### src/shared/pcof_pkg.sv
// package for the pack configuration word and over-temperature flag block
// assumes a single 20 MHz clock and an AXI4-Lite master with 32-bit data
package pcof_pkg;

	// clock and timing
	localparam int unsigned PCOF_CLK_KHZ = 20000;
	localparam int unsigned PCOF_TICK_TIME_MS = 1000; // delay unit of the over-temperature timers
	localparam int unsigned PCOF_TICK_CYCLES = PCOF_TICK_TIME_MS * PCOF_CLK_KHZ;

	// register byte offsets
	localparam logic [7:0] PCOF_OFS_PACK_CFG = 8'h00;
	localparam logic [7:0] PCOF_OFS_CHG_LIMIT = 8'h04;
	localparam logic [7:0] PCOF_OFS_CHG_RELEASE = 8'h08;
	localparam logic [7:0] PCOF_OFS_CHG_DELAY = 8'h0c;
	localparam logic [7:0] PCOF_OFS_DSG_LIMIT = 8'h10;
	localparam logic [7:0] PCOF_OFS_DSG_RELEASE = 8'h14;
	localparam logic [7:0] PCOF_OFS_DSG_DELAY = 8'h18;
	localparam logic [7:0] PCOF_OFS_CHG_CUR_THR = 8'h1c;
	localparam logic [7:0] PCOF_OFS_DSG_CUR_THR = 8'h20;
	localparam logic [7:0] PCOF_OFS_FLAGS = 8'h24;
	localparam logic [7:0] PCOF_OFS_INT_STATUS = 8'h28;
	localparam logic [7:0] PCOF_OFS_INT_CLEAR = 8'h2c;
	localparam logic [7:0] PCOF_OFS_INT_ENABLE = 8'h30;

	// reset values
	localparam logic [15:0] PCOF_PACK_CFG_RST = 16'h0171;
	localparam logic [15:0] PCOF_PACK_CFG_WMASK = 16'hcff1; // reserved positions never stored
	localparam logic [15:0] PCOF_CHG_LIMIT_RST = 16'h0000;
	localparam logic [15:0] PCOF_CHG_RELEASE_RST = 16'h0000;
	localparam logic [15:0] PCOF_DSG_LIMIT_RST = 16'h0000;
	localparam logic [15:0] PCOF_DSG_RELEASE_RST = 16'h0000;
	localparam logic [15:0] PCOF_DELAY_RST = 16'h0000;
	localparam logic [15:0] PCOF_CUR_THR_RST = 16'h0000;

	// flag and interrupt bit positions
	localparam int PCOF_CH_CHG = 0;
	localparam int PCOF_CH_DSG = 1;
	localparam int PCOF_EV_CHG_SET = 0;
	localparam int PCOF_EV_DSG_SET = 1;
	localparam int PCOF_EV_CHG_CLR = 2;
	localparam int PCOF_EV_DSG_CLR = 3;
	localparam int PCOF_EV_TERM = 4;
	localparam int PCOF_NEV = 5;

	// bus answers
	localparam logic [1:0] PCOF_RESP_OKAY = 2'b00;
	localparam logic [1:0] PCOF_RESP_SLVERR = 2'b10;

	// configuration word layout, high byte first
	typedef struct packed {
		logic noload_reserve_select;
		logic calibration_permit;
		logic [1:0] rsvd_hi;
		logic voltage_input_select;
		logic current_wake_level;
		logic sense_range_hi;
		logic sense_range_lo;
		logic tenfold_scale_flag;
		logic resistance_factor_stepping;
		logic sleep_permit;
		logic capacity_sync_on_full;
		logic [2:0] rsvd_lo;
		logic external_sensor_select;
	} pcof_cfg_t;

	// per-channel thresholds
	typedef struct packed {
		logic signed [15:0] limit;
		logic signed [15:0] release_level;
		logic [15:0] delay;
	} pcof_ot_t;

endpackage

### src/pcof_core.sv
// pack configuration word, over-temperature flags and their AXI4-Lite register file
// assumes temperature, current and capacity inputs come from gauge logic on aclk
`timescale 1ns/1ps

// What this block does
// holds a sixteen-bit configuration word, high and low byte, bits seven to zero
// software leaves reserved low-byte positions unused; they store nothing here
// sleep permission bit gates sleep entry; defaults to one
// capacity sync bit loads remaining capacity from full capacity at termination
// sensor select bit picks external thermistor, else on-chip sensor; defaults to one
// charge flag sets after limit held for delay while current above charge threshold
// charge delay of zero disables charge over-temperature detection
// charge flag clears when temperature falls to the charge release level
// discharge flag sets after limit held for delay while current at or below negated threshold
// discharge delay of zero disables discharge over-temperature detection
// discharge flag clears when temperature falls to the discharge release level
// flags hold between levels; delay count restarts when the condition lapses
module pcof_core import pcof_pkg::*; #(
	parameter int unsigned TICK_CYCLES = PCOF_TICK_CYCLES
) (
	// clock and reset
	input wire logic aclk,
	input wire logic aresetn,
	// axi4-lite write address and data
	input wire logic [7:0] s_axi_awaddr,
	input wire logic s_axi_awvalid,
	output logic s_axi_awready,
	input wire logic [31:0] s_axi_wdata,
	input wire logic [3:0] s_axi_wstrb,
	input wire logic s_axi_wvalid,
	output logic s_axi_wready,
	// axi4-lite write response
	output logic [1:0] s_axi_bresp,
	output logic s_axi_bvalid,
	input wire logic s_axi_bready,
	// axi4-lite read
	input wire logic [7:0] s_axi_araddr,
	input wire logic s_axi_arvalid,
	output logic s_axi_arready,
	output logic [31:0] s_axi_rdata,
	output logic [1:0] s_axi_rresp,
	output logic s_axi_rvalid,
	input wire logic s_axi_rready,
	// gauge measurements
	input wire logic signed [15:0] internal_temperature,
	input wire logic signed [15:0] external_temperature,
	input wire logic signed [15:0] average_current,
	input wire logic charge_termination,
	input wire logic [15:0] full_charge_capacity,
	input wire logic sleep_conditions_ok,
	// results
	output logic signed [15:0] temperature,
	output logic sleep_enter,
	output logic remaining_capacity_load,
	output logic [15:0] remaining_capacity_value,
	output logic charge_overtemp_flag,
	output logic discharge_overtemp_flag,
	output logic irq
);

	// registers
	logic [15:0] pack_configuration_word;
	pcof_ot_t ot_cfg [2];
	logic [15:0] chg_cur_thr;
	logic [15:0] dsg_cur_thr;
	logic [PCOF_NEV-1:0] int_status;
	logic [PCOF_NEV-1:0] int_enable;
	logic [1:0] ot_flag;
	logic [1:0] ot_set_ev;
	logic [1:0] ot_clr_ev;
	pcof_cfg_t cfg;

	// bus holding state
	logic [7:0] aw_addr;
	logic [31:0] w_data;
	logic [3:0] w_strb;
	logic aw_hold;
	logic w_hold;
	logic do_write;
	logic [31:0] next_rdata;
	logic next_rerr;
	logic wr_map;

	// one-second tick
	logic [31:0] tick_cnt;
	logic tick;

	assign cfg = pcof_cfg_t'(pack_configuration_word);

	// byte-lane merge for the 16-bit registers
	function automatic logic [15:0] merge16(input logic [15:0] old, input logic [31:0] d,
		input logic [3:0] s);
		logic [15:0] r;
		r = old;
		if (s[0]) begin
			r[7:0] = d[7:0];
		end
		if (s[1]) begin
			r[15:8] = d[15:8];
		end
		return r;
	endfunction

	// write address channel; one write in flight, so ready drops until the response is taken
	always_ff @(posedge aclk) begin
		if (!aresetn) begin
			s_axi_awready <= 1'b0;
			aw_hold <= 1'b0;
			aw_addr <= 8'h00;
		end else if (s_axi_awvalid && s_axi_awready) begin
			s_axi_awready <= 1'b0;
			aw_hold <= 1'b1;
			aw_addr <= s_axi_awaddr;
		end else if (do_write) begin
			aw_hold <= 1'b0;
		end else if (!aw_hold && !s_axi_bvalid) begin
			s_axi_awready <= 1'b1;
		end
	end

	// write data channel, taken independently of the address
	always_ff @(posedge aclk) begin
		if (!aresetn) begin
			s_axi_wready <= 1'b0;
			w_hold <= 1'b0;
			w_data <= 32'h0000_0000;
			w_strb <= 4'h0;
		end else if (s_axi_wvalid && s_axi_wready) begin
			s_axi_wready <= 1'b0;
			w_hold <= 1'b1;
			w_data <= s_axi_wdata;
			w_strb <= s_axi_wstrb;
		end else if (do_write) begin
			w_hold <= 1'b0;
		end else if (!w_hold && !s_axi_bvalid) begin
			s_axi_wready <= 1'b1;
		end
	end

	assign do_write = aw_hold && w_hold && !s_axi_bvalid;

	// address decode for writes; flags and status are read-only and answer with an error
	always_comb begin
		case (aw_addr)
			PCOF_OFS_PACK_CFG, PCOF_OFS_CHG_LIMIT, PCOF_OFS_CHG_RELEASE, PCOF_OFS_CHG_DELAY,
			PCOF_OFS_DSG_LIMIT, PCOF_OFS_DSG_RELEASE, PCOF_OFS_DSG_DELAY,
			PCOF_OFS_CHG_CUR_THR, PCOF_OFS_DSG_CUR_THR, PCOF_OFS_INT_CLEAR,
			PCOF_OFS_INT_ENABLE: wr_map = 1'b1;
			default: wr_map = 1'b0;
		endcase
	end

	// write response
	always_ff @(posedge aclk) begin
		if (!aresetn) begin
			s_axi_bvalid <= 1'b0;
			s_axi_bresp <= PCOF_RESP_OKAY;
		end else if (do_write) begin
			s_axi_bvalid <= 1'b1;
			s_axi_bresp <= wr_map ? PCOF_RESP_OKAY : PCOF_RESP_SLVERR;
		end else if (s_axi_bvalid && s_axi_bready) begin
			s_axi_bvalid <= 1'b0;
		end
	end

	// configuration word; reserved positions are masked so they always read zero
	always_ff @(posedge aclk) begin
		if (!aresetn) begin
			pack_configuration_word <= PCOF_PACK_CFG_RST;
		end else if (do_write && aw_addr == PCOF_OFS_PACK_CFG) begin
			pack_configuration_word <= merge16(pack_configuration_word, w_data, w_strb)
				& PCOF_PACK_CFG_WMASK;
		end
	end

	// thresholds and delays
	always_ff @(posedge aclk) begin
		if (!aresetn) begin
			ot_cfg[PCOF_CH_CHG] <= {PCOF_CHG_LIMIT_RST, PCOF_CHG_RELEASE_RST, PCOF_DELAY_RST};
			ot_cfg[PCOF_CH_DSG] <= {PCOF_DSG_LIMIT_RST, PCOF_DSG_RELEASE_RST, PCOF_DELAY_RST};
			chg_cur_thr <= PCOF_CUR_THR_RST;
			dsg_cur_thr <= PCOF_CUR_THR_RST;
		end else if (do_write) begin
			case (aw_addr)
				PCOF_OFS_CHG_LIMIT: ot_cfg[PCOF_CH_CHG].limit <=
					merge16(ot_cfg[PCOF_CH_CHG].limit, w_data, w_strb);
				PCOF_OFS_CHG_RELEASE: ot_cfg[PCOF_CH_CHG].release_level <=
					merge16(ot_cfg[PCOF_CH_CHG].release_level, w_data, w_strb);
				PCOF_OFS_CHG_DELAY: ot_cfg[PCOF_CH_CHG].delay <=
					merge16(ot_cfg[PCOF_CH_CHG].delay, w_data, w_strb);
				PCOF_OFS_DSG_LIMIT: ot_cfg[PCOF_CH_DSG].limit <=
					merge16(ot_cfg[PCOF_CH_DSG].limit, w_data, w_strb);
				PCOF_OFS_DSG_RELEASE: ot_cfg[PCOF_CH_DSG].release_level <=
					merge16(ot_cfg[PCOF_CH_DSG].release_level, w_data, w_strb);
				PCOF_OFS_DSG_DELAY: ot_cfg[PCOF_CH_DSG].delay <=
					merge16(ot_cfg[PCOF_CH_DSG].delay, w_data, w_strb);
				PCOF_OFS_CHG_CUR_THR: chg_cur_thr <= merge16(chg_cur_thr, w_data, w_strb);
				PCOF_OFS_DSG_CUR_THR: dsg_cur_thr <= merge16(dsg_cur_thr, w_data, w_strb);
				default: ;
			endcase
		end
	end

	// interrupt enable
	always_ff @(posedge aclk) begin
		if (!aresetn) begin
			int_enable <= '0;
		end else if (do_write && aw_addr == PCOF_OFS_INT_ENABLE && w_strb[0]) begin
			int_enable <= w_data[PCOF_NEV-1:0];
		end
	end

	// sticky status; a new event in the clearing cycle wins so none is lost
	always_ff @(posedge aclk) begin
		if (!aresetn) begin
			int_status <= '0;
		end else begin
			logic [PCOF_NEV-1:0] clr;
			logic [PCOF_NEV-1:0] ev;
			clr = '0;
			ev = {charge_termination, ot_clr_ev, ot_set_ev};
			if (do_write && aw_addr == PCOF_OFS_INT_CLEAR && w_strb[0]) begin
				clr = w_data[PCOF_NEV-1:0];
			end
			int_status <= (int_status & ~clr) | ev;
		end
	end

	// level interrupt, registered so the pin has no combinational path
	always_ff @(posedge aclk) begin
		if (!aresetn) begin
			irq <= 1'b0;
		end else begin
			irq <= |(int_status & int_enable);
		end
	end

	// read decode
	always_comb begin
		next_rdata = 32'h0000_0000;
		next_rerr = 1'b0;
		case (s_axi_araddr)
			PCOF_OFS_PACK_CFG: next_rdata = {16'h0000, pack_configuration_word};
			PCOF_OFS_CHG_LIMIT: next_rdata = {16'h0000, ot_cfg[PCOF_CH_CHG].limit};
			PCOF_OFS_CHG_RELEASE: next_rdata = {16'h0000, ot_cfg[PCOF_CH_CHG].release_level};
			PCOF_OFS_CHG_DELAY: next_rdata = {16'h0000, ot_cfg[PCOF_CH_CHG].delay};
			PCOF_OFS_DSG_LIMIT: next_rdata = {16'h0000, ot_cfg[PCOF_CH_DSG].limit};
			PCOF_OFS_DSG_RELEASE: next_rdata = {16'h0000, ot_cfg[PCOF_CH_DSG].release_level};
			PCOF_OFS_DSG_DELAY: next_rdata = {16'h0000, ot_cfg[PCOF_CH_DSG].delay};
			PCOF_OFS_CHG_CUR_THR: next_rdata = {16'h0000, chg_cur_thr};
			PCOF_OFS_DSG_CUR_THR: next_rdata = {16'h0000, dsg_cur_thr};
			PCOF_OFS_FLAGS: next_rdata = {30'h0000_0000, ot_flag};
			PCOF_OFS_INT_STATUS: next_rdata = {27'h000_0000, int_status};
			PCOF_OFS_INT_CLEAR: next_rdata = 32'h0000_0000; // write-only, reads zero
			PCOF_OFS_INT_ENABLE: next_rdata = {27'h000_0000, int_enable};
			default: next_rerr = 1'b1;
		endcase
	end

	// read channel; address ready drops until the data is taken
	always_ff @(posedge aclk) begin
		if (!aresetn) begin
			s_axi_arready <= 1'b0;
			s_axi_rvalid <= 1'b0;
			s_axi_rdata <= 32'h0000_0000;
			s_axi_rresp <= PCOF_RESP_OKAY;
		end else if (s_axi_arvalid && s_axi_arready) begin
			s_axi_arready <= 1'b0;
			s_axi_rvalid <= 1'b1;
			s_axi_rdata <= next_rdata;
			s_axi_rresp <= next_rerr ? PCOF_RESP_SLVERR : PCOF_RESP_OKAY;
		end else if (s_axi_rvalid && s_axi_rready) begin
			s_axi_rvalid <= 1'b0;
		end else if (!s_axi_rvalid) begin
			s_axi_arready <= 1'b1;
		end
	end

	// one-second enable; long count, shortened through the parameter in simulation
	always_ff @(posedge aclk) begin
		if (!aresetn) begin
			tick_cnt <= 32'h0000_0000;
			tick <= 1'b0;
		end else if (tick_cnt >= 32'(TICK_CYCLES - 1)) begin
			tick_cnt <= 32'h0000_0000;
			tick <= 1'b1;
		end else begin
			tick_cnt <= tick_cnt + 32'h0000_0001;
			tick <= 1'b0;
		end
	end

	// temperature source selection
	always_ff @(posedge aclk) begin
		if (!aresetn) begin
			temperature <= 16'sh0000;
		end else begin
			temperature <= cfg.external_sensor_select ? external_temperature
				: internal_temperature;
		end
	end

	// sleep permission; when clear the gauge is held out of sleep
	always_ff @(posedge aclk) begin
		if (!aresetn) begin
			sleep_enter <= 1'b0;
		end else begin
			sleep_enter <= cfg.sleep_permit && sleep_conditions_ok;
		end
	end

	// capacity copy on valid termination, one-cycle load strobe
	always_ff @(posedge aclk) begin
		if (!aresetn) begin
			remaining_capacity_load <= 1'b0;
			remaining_capacity_value <= 16'h0000;
		end else begin
			remaining_capacity_load <= charge_termination && cfg.capacity_sync_on_full;
			if (charge_termination) begin
				remaining_capacity_value <= full_charge_capacity;
			end
		end
	end

	// current direction, compared one bit wider so negating the threshold cannot overflow
	logic [1:0] cur_ok;
	assign cur_ok[PCOF_CH_CHG] = 17'(average_current) > $signed({1'b0, chg_cur_thr});
	assign cur_ok[PCOF_CH_DSG] = 17'(average_current) <= -$signed({1'b0, dsg_cur_thr});

	// per-channel delay timer and hysteresis flag
	for (genvar ch = 0; ch < 2; ch++) begin : g_ot
		logic [15:0] hold_cnt;
		logic armed;
		logic hot;
		logic cool;
		assign hot = temperature >= ot_cfg[ch].limit;
		assign cool = temperature <= ot_cfg[ch].release_level;
		assign armed = hot && cur_ok[ch] && ot_cfg[ch].delay != 16'h0000;

		// seconds the set condition has held; any lapse restarts it
		always_ff @(posedge aclk) begin
			if (!aresetn) begin
				hold_cnt <= 16'h0000;
			end else if (!armed) begin
				hold_cnt <= 16'h0000;
			end else if (tick && hold_cnt != 16'hffff) begin
				hold_cnt <= hold_cnt + 16'h0001;
			end
		end

		// set after the delay, clear at release, otherwise keep the state
		always_ff @(posedge aclk) begin
			if (!aresetn) begin
				ot_flag[ch] <= 1'b0;
				ot_set_ev[ch] <= 1'b0;
				ot_clr_ev[ch] <= 1'b0;
			end else begin
				ot_set_ev[ch] <= 1'b0;
				ot_clr_ev[ch] <= 1'b0;
				if (armed && hold_cnt >= ot_cfg[ch].delay && !ot_flag[ch]) begin
					ot_flag[ch] <= 1'b1;
					ot_set_ev[ch] <= 1'b1;
				end else if (cool && ot_flag[ch]) begin
					ot_flag[ch] <= 1'b0;
					ot_clr_ev[ch] <= 1'b1;
				end
			end
		end
	end

	// flag outputs follow the flag flip-flops directly
	assign charge_overtemp_flag = ot_flag[PCOF_CH_CHG];
	assign discharge_overtemp_flag = ot_flag[PCOF_CH_DSG];

endmodule // pcof_core

### config.mk
export PLATFORM = sky130hd
export DESIGN_NAME = pcof_core
export DESIGN_NICKNAME = d
export VERILOG_FILES = /design/src/shared/pcof_pkg.sv /design/src/pcof_core.sv
export SDC_FILE = /design/constraint.sdc
export NUM_CORES = 1
export LEC_CHECK = 0
export BUFFER_PORTS_ARGS = -buffer_cell sky130_fd_sc_hd__buf_2
export CAP_MARGIN = 10
export CORE_MARGIN = 10
export CORE_UTILIZATION = 63
export DETAILED_ROUTE_END_ITERATION = 7
export PLACE_DENSITY_LB_ADDON = 0.08
export SLEW_MARGIN = 30
export SYNTH_ARGS = -nofsm -noshare
export SYNTH_HDL_FRONTEND = slang
export SYNTH_SLANG_ARGS = --single-unit
### constraint.sdc
create_clock -name aclk -period 8.7 [get_ports aclk]
set_input_delay 1.74 -clock aclk [delete_from_list [all_inputs] [get_ports aclk]]
set_output_delay 1.74 -clock aclk [all_outputs]
set_load 0.05 [all_outputs]
==> metrics <==
status completed; WP depth 5; cts hold-fix bufs 0; top register by number of flip-flops ot_cfg; number of distinct library cell variants in the gate-level netlist after synthesis 82; slew of the pin with the lowest slew margin 1.04 ns; initial core utilization 0.638; Largest register FFs 96; Reg2Reg Launch Point dsg_cur_thr[8]; global-route met1 utilization 0.349; layer carrying the most global-route usage met2; number of global-route vias before repair 13156; number of flops mapped to enable cells by yosys 96; critical path buffer and inverter count 1; Setup Skew 0.0218 ns; Critical Path AT 3.96 ns; final-report hold violation count 0; gr usage total 0.274; clock sink count just over 300; routed wirelength normalized by instance count 20.8 um; worst r2r path cells 11; final critical delay including setup and external delays 3.75 ns; half-perimeter wire length after detailed placement about 35 mm; startpoint of the worst setup timing path aresetn; drt initial violations 1364; pin count of the biggest net entering global routing 89; ratio of cells with drive above 1 in the final layout 0.133; initial antenna violation count 2; leading cell types by total area after synthesis sky130_fd_sc_hd__dfxtp_1, sky130_fd_sc_hd__edfxtp_1, sky130_fd_sc_hd__ha_1; share of synthesized registers carrying an async set or reset 0; count of buffers inserted at the top-level ports 166; wire length after detailed routing around 47 mm; horizontal extent of the die 180 um; area of the mapped netlist 16000 sq um; origin of the worst min-delay path s_axi_rdata[12]; CP Class primary input to flip-flop; H-tree depth reported by CTS 2; post-synth top area share 0.262; CP Max Fanout 23; post-detailed-placement cell area about 17000 sq um; power density over cell area 179 nW/um^2; type of element capturing the critical path flip-flop; Gate Count Post-Synth approximately 1700; postcts setup bufs 0; TritonCTS clock tree built; synthesized area divided by synthesized cell count 9.24 sq um; number of search-and-repair iterations in the first detailed-routing pass 8; final count of pins violating max slew 0; met3 demand-to-capacity share in global routing 0.0564; Setup Viol. Count Final 0; cell at the slowest stage of the critical path sky130_fd_sc_hd__nor4_4; flip-flop and latch count after synthesis 306; Setup TNS 0 ns; kind of launch point of the worst setup path primary input; clock insertion delay at the later pin of the skew report 0.52 ns; number of buffers between clock root and the deepest sink 3; cell family contributing the most delay on the critical path simple AND/OR/NAND/NOR gates; post-route ant nets 0; root buf cell sky130_fd_sc_hd__clkbuf_16; Layout Cell Area excl Fill 18100 sq um; CTS clock-pin slew for the worst setup and hold paths approximately 0.06 ns; share of the cycle needed by the critical path after routing 0.431; Hold Crit Class flip-flop to flip-flop; final cell count without fillers 2243; global-route wire length before repair 71.4 mm; post-synthesis cell type with the largest combined area sky130_fd_sc_hd__dfxtp_1; clock buffers created by TritonCTS 34; Ant. Diodes 0; number of inserted filler cells in the final layout 1980; area of the core region between 20000 and 30000 sq um; biggest cell delay along the critical path approximately 0.86 ns; Placer Congestion 1.02; number of placed cells counting well taps roughly 2200; number of warnings printed during yosys synthesis 0; NumNets Final 2146; row count 58; data required time at the worst endpoint 8.91 ns; Die Area between 30000 and 40000 sq um; global routing usage on met2 0.444; ys flop type sky130_fd_sc_hd__dfxtp_1; setup repair after global routing missed its margin no; largest registers ranked by flip-flop count ot_cfg (96), g_ot.hold_cnt (32), tick_cnt (32); top-level I/O count 203; proportion of synthesized chip area in sequential cells 0.442; hold depth 2; residual DRC count 0; Via Count 13724; total global routing overflow 0; count of cells resized by post-cts repair 0; Peak VDD IR approximately 0.18 mV; Max Clk Rate 267 MHz; relative slew slack 0.309; y dimension of the die 180 um; Leakage approximately 7.6 nW; max-cap violations 0; vias per inst 6.12; area grow syn2layout 13.0%; cells along the critical path buf_2 > nand2_1 > nor4_4 > nor2b_1 > nor2_1
[final timing paths]
check,endpoint,slack (ns)
worst max-delay path,ot_cfg[0][16],4.95
worst min-delay path,s_axi_rdata[12],0.45
worst max register to register,g_ot[1].hold_cnt[14],4.95
worst min register to register,s_axi_rdata[12],0.45
[stage by stage]
stage          worst slack (ns)   util  hold slack [ns]  total power (W)
2_1_floorplan              5.20      -            0.413          0.00178
3_3_place_gp               4.49  0.678            0.431          0.00187
3_5_place_dp               4.46  0.678            0.442          0.00188
4_1_cts                    4.95  0.721            0.451          0.00324
5_1_grt                    4.72  0.721            0.469          0.00333
6_report                   4.95  0.721            0.450          0.00324
[per-layer routing]
metal	part of all wire	vias up	wire [um]
met4	0.040	2	1880
met2	0.46	639	21400
met5	0.00028	-	13
li1	-	6477	-
met3	0.098	112	4560
met1	0.40	6494	18800
[cell families after synthesis]
group | count (synthesis) | share of synthesized area
fa+ha+maj | 135 | 0.105
flops | 306 | 0.442
simple gates | 637 | 0.195
mux | 60 | 0.0375
xor+xnor | 57 | 0.0311
compound gates | 320 | 0.131
other cells | 1 | 0.000234
buf+inv | 219 | 0.0583
[synthesized netlist by cell type, types with 6 or more instances]
library cell,count
sky130_fd_sc_hd__dfxtp_1,210
sky130_fd_sc_hd__o211ai_1,9
sky130_fd_sc_hd__edfxtp_1,96
sky130_fd_sc_hd__o21ai_0,48
sky130_fd_sc_hd__a311oi_1,6
sky130_fd_sc_hd__a21o_1,11
sky130_fd_sc_hd__a22oi_1,32
sky130_fd_sc_hd__xor2_1,36
sky130_fd_sc_hd__nor4_1,16
sky130_fd_sc_hd__nor2b_1,11
sky130_fd_sc_hd__a21oi_1,109
sky130_fd_sc_hd__nand2b_1,10
sky130_fd_sc_hd__o21a_1,6
sky130_fd_sc_hd__buf_4,18
sky130_fd_sc_hd__nor3_1,46
sky130_fd_sc_hd__mux2i_1,59
sky130_fd_sc_hd__nand2_1,163
sky130_fd_sc_hd__buf_2,14
sky130_fd_sc_hd__a211oi_1,18
sky130_fd_sc_hd__ha_1,134
sky130_fd_sc_hd__inv_1,133
sky130_fd_sc_hd__a2111oi_0,7
sky130_fd_sc_hd__a222oi_1,17
sky130_fd_sc_hd__and2_1,56
sky130_fd_sc_hd__nand3_1,79
sky130_fd_sc_hd__xnor2_1,21
sky130_fd_sc_hd__and3_1,18
sky130_fd_sc_hd__clkbuf_1,44
sky130_fd_sc_hd__nor2_1,160
sky130_fd_sc_hd__o22ai_1,13
sky130_fd_sc_hd__a31oi_1,8
sky130_fd_sc_hd__nand4_1,35
[report_power, final]
part           total, W  leakage [nW]  switching [W]  internal (W)
sequential      0.00156          2.70      0.0000489       0.00151
clock           0.00138         0.525       0.000581      0.000800
combinational  0.000303          4.38       0.000205     0.0000977
total           0.00324          7.60       0.000835       0.00240
[worst register-to-register path, cell delays in order (launching register included)]
cell and delay (ns):
sky130_fd_sc_hd__dfxtp_1 0.41, sky130_fd_sc_hd__or4_1 0.60, sky130_fd_sc_hd__or3_1 0.37, sky130_fd_sc_hd__nor3_1 0.18
sky130_fd_sc_hd__xor2_1 0.17, sky130_fd_sc_hd__ha_1 0.30, sky130_fd_sc_hd__a211oi_1 0.24, sky130_fd_sc_hd__and3_1 0.20
sky130_fd_sc_hd__or3b_2 0.46, sky130_fd_sc_hd__o211ai_2 0.11, sky130_fd_sc_hd__nand4b_4 0.31, sky130_fd_sc_hd__a311oi_2 0.32
[placed cells by master, fill, tap and decap left out, drive strengths merged, types with 13 or more instances in the layout]
| master | synthesis | final |
|---|---|---|
| ha | 134 | 134 |
| clkbuf | 45 | 46 |
| nand2 | 163 | 163 |
| edfxtp | 96 | 96 |
| xnor2 | 21 | 21 |
| nor2 | 164 | 164 |
| and3 | 18 | 18 |
| nand3 | 81 | 81 |
| nor4 | 17 | 17 |
| a222oi | 17 | 17 |
| a21oi | 110 | 110 |
| conb | 1 | 25 |
| a211oi | 18 | 18 |
| and2 | 56 | 56 |
| o22ai | 13 | 13 |
| dfxtp | 210 | 210 |
| o21ai | 51 | 51 |
| mux2i | 59 | 59 |
| nand4 | 36 | 36 |
| buf | 40 | 177 |
| a22oi | 32 | 32 |
| nor3 | 48 | 48 |
| xor2 | 36 | 36 |
| inv | 134 | 136 |
[cell type report]
type	instances	area, sq um	share of cell area
clock inverters	16	125	0.00691
clock buffers	46	947	0.0523
repair buffers	177	913	0.0504
inverters	134	505	0.0279
well taps	330	413	0.0228
multi-input cells	1234	8120	0.448
flip-flops and latches	306	7090	0.391
Power figures use the tool's default switching activity.
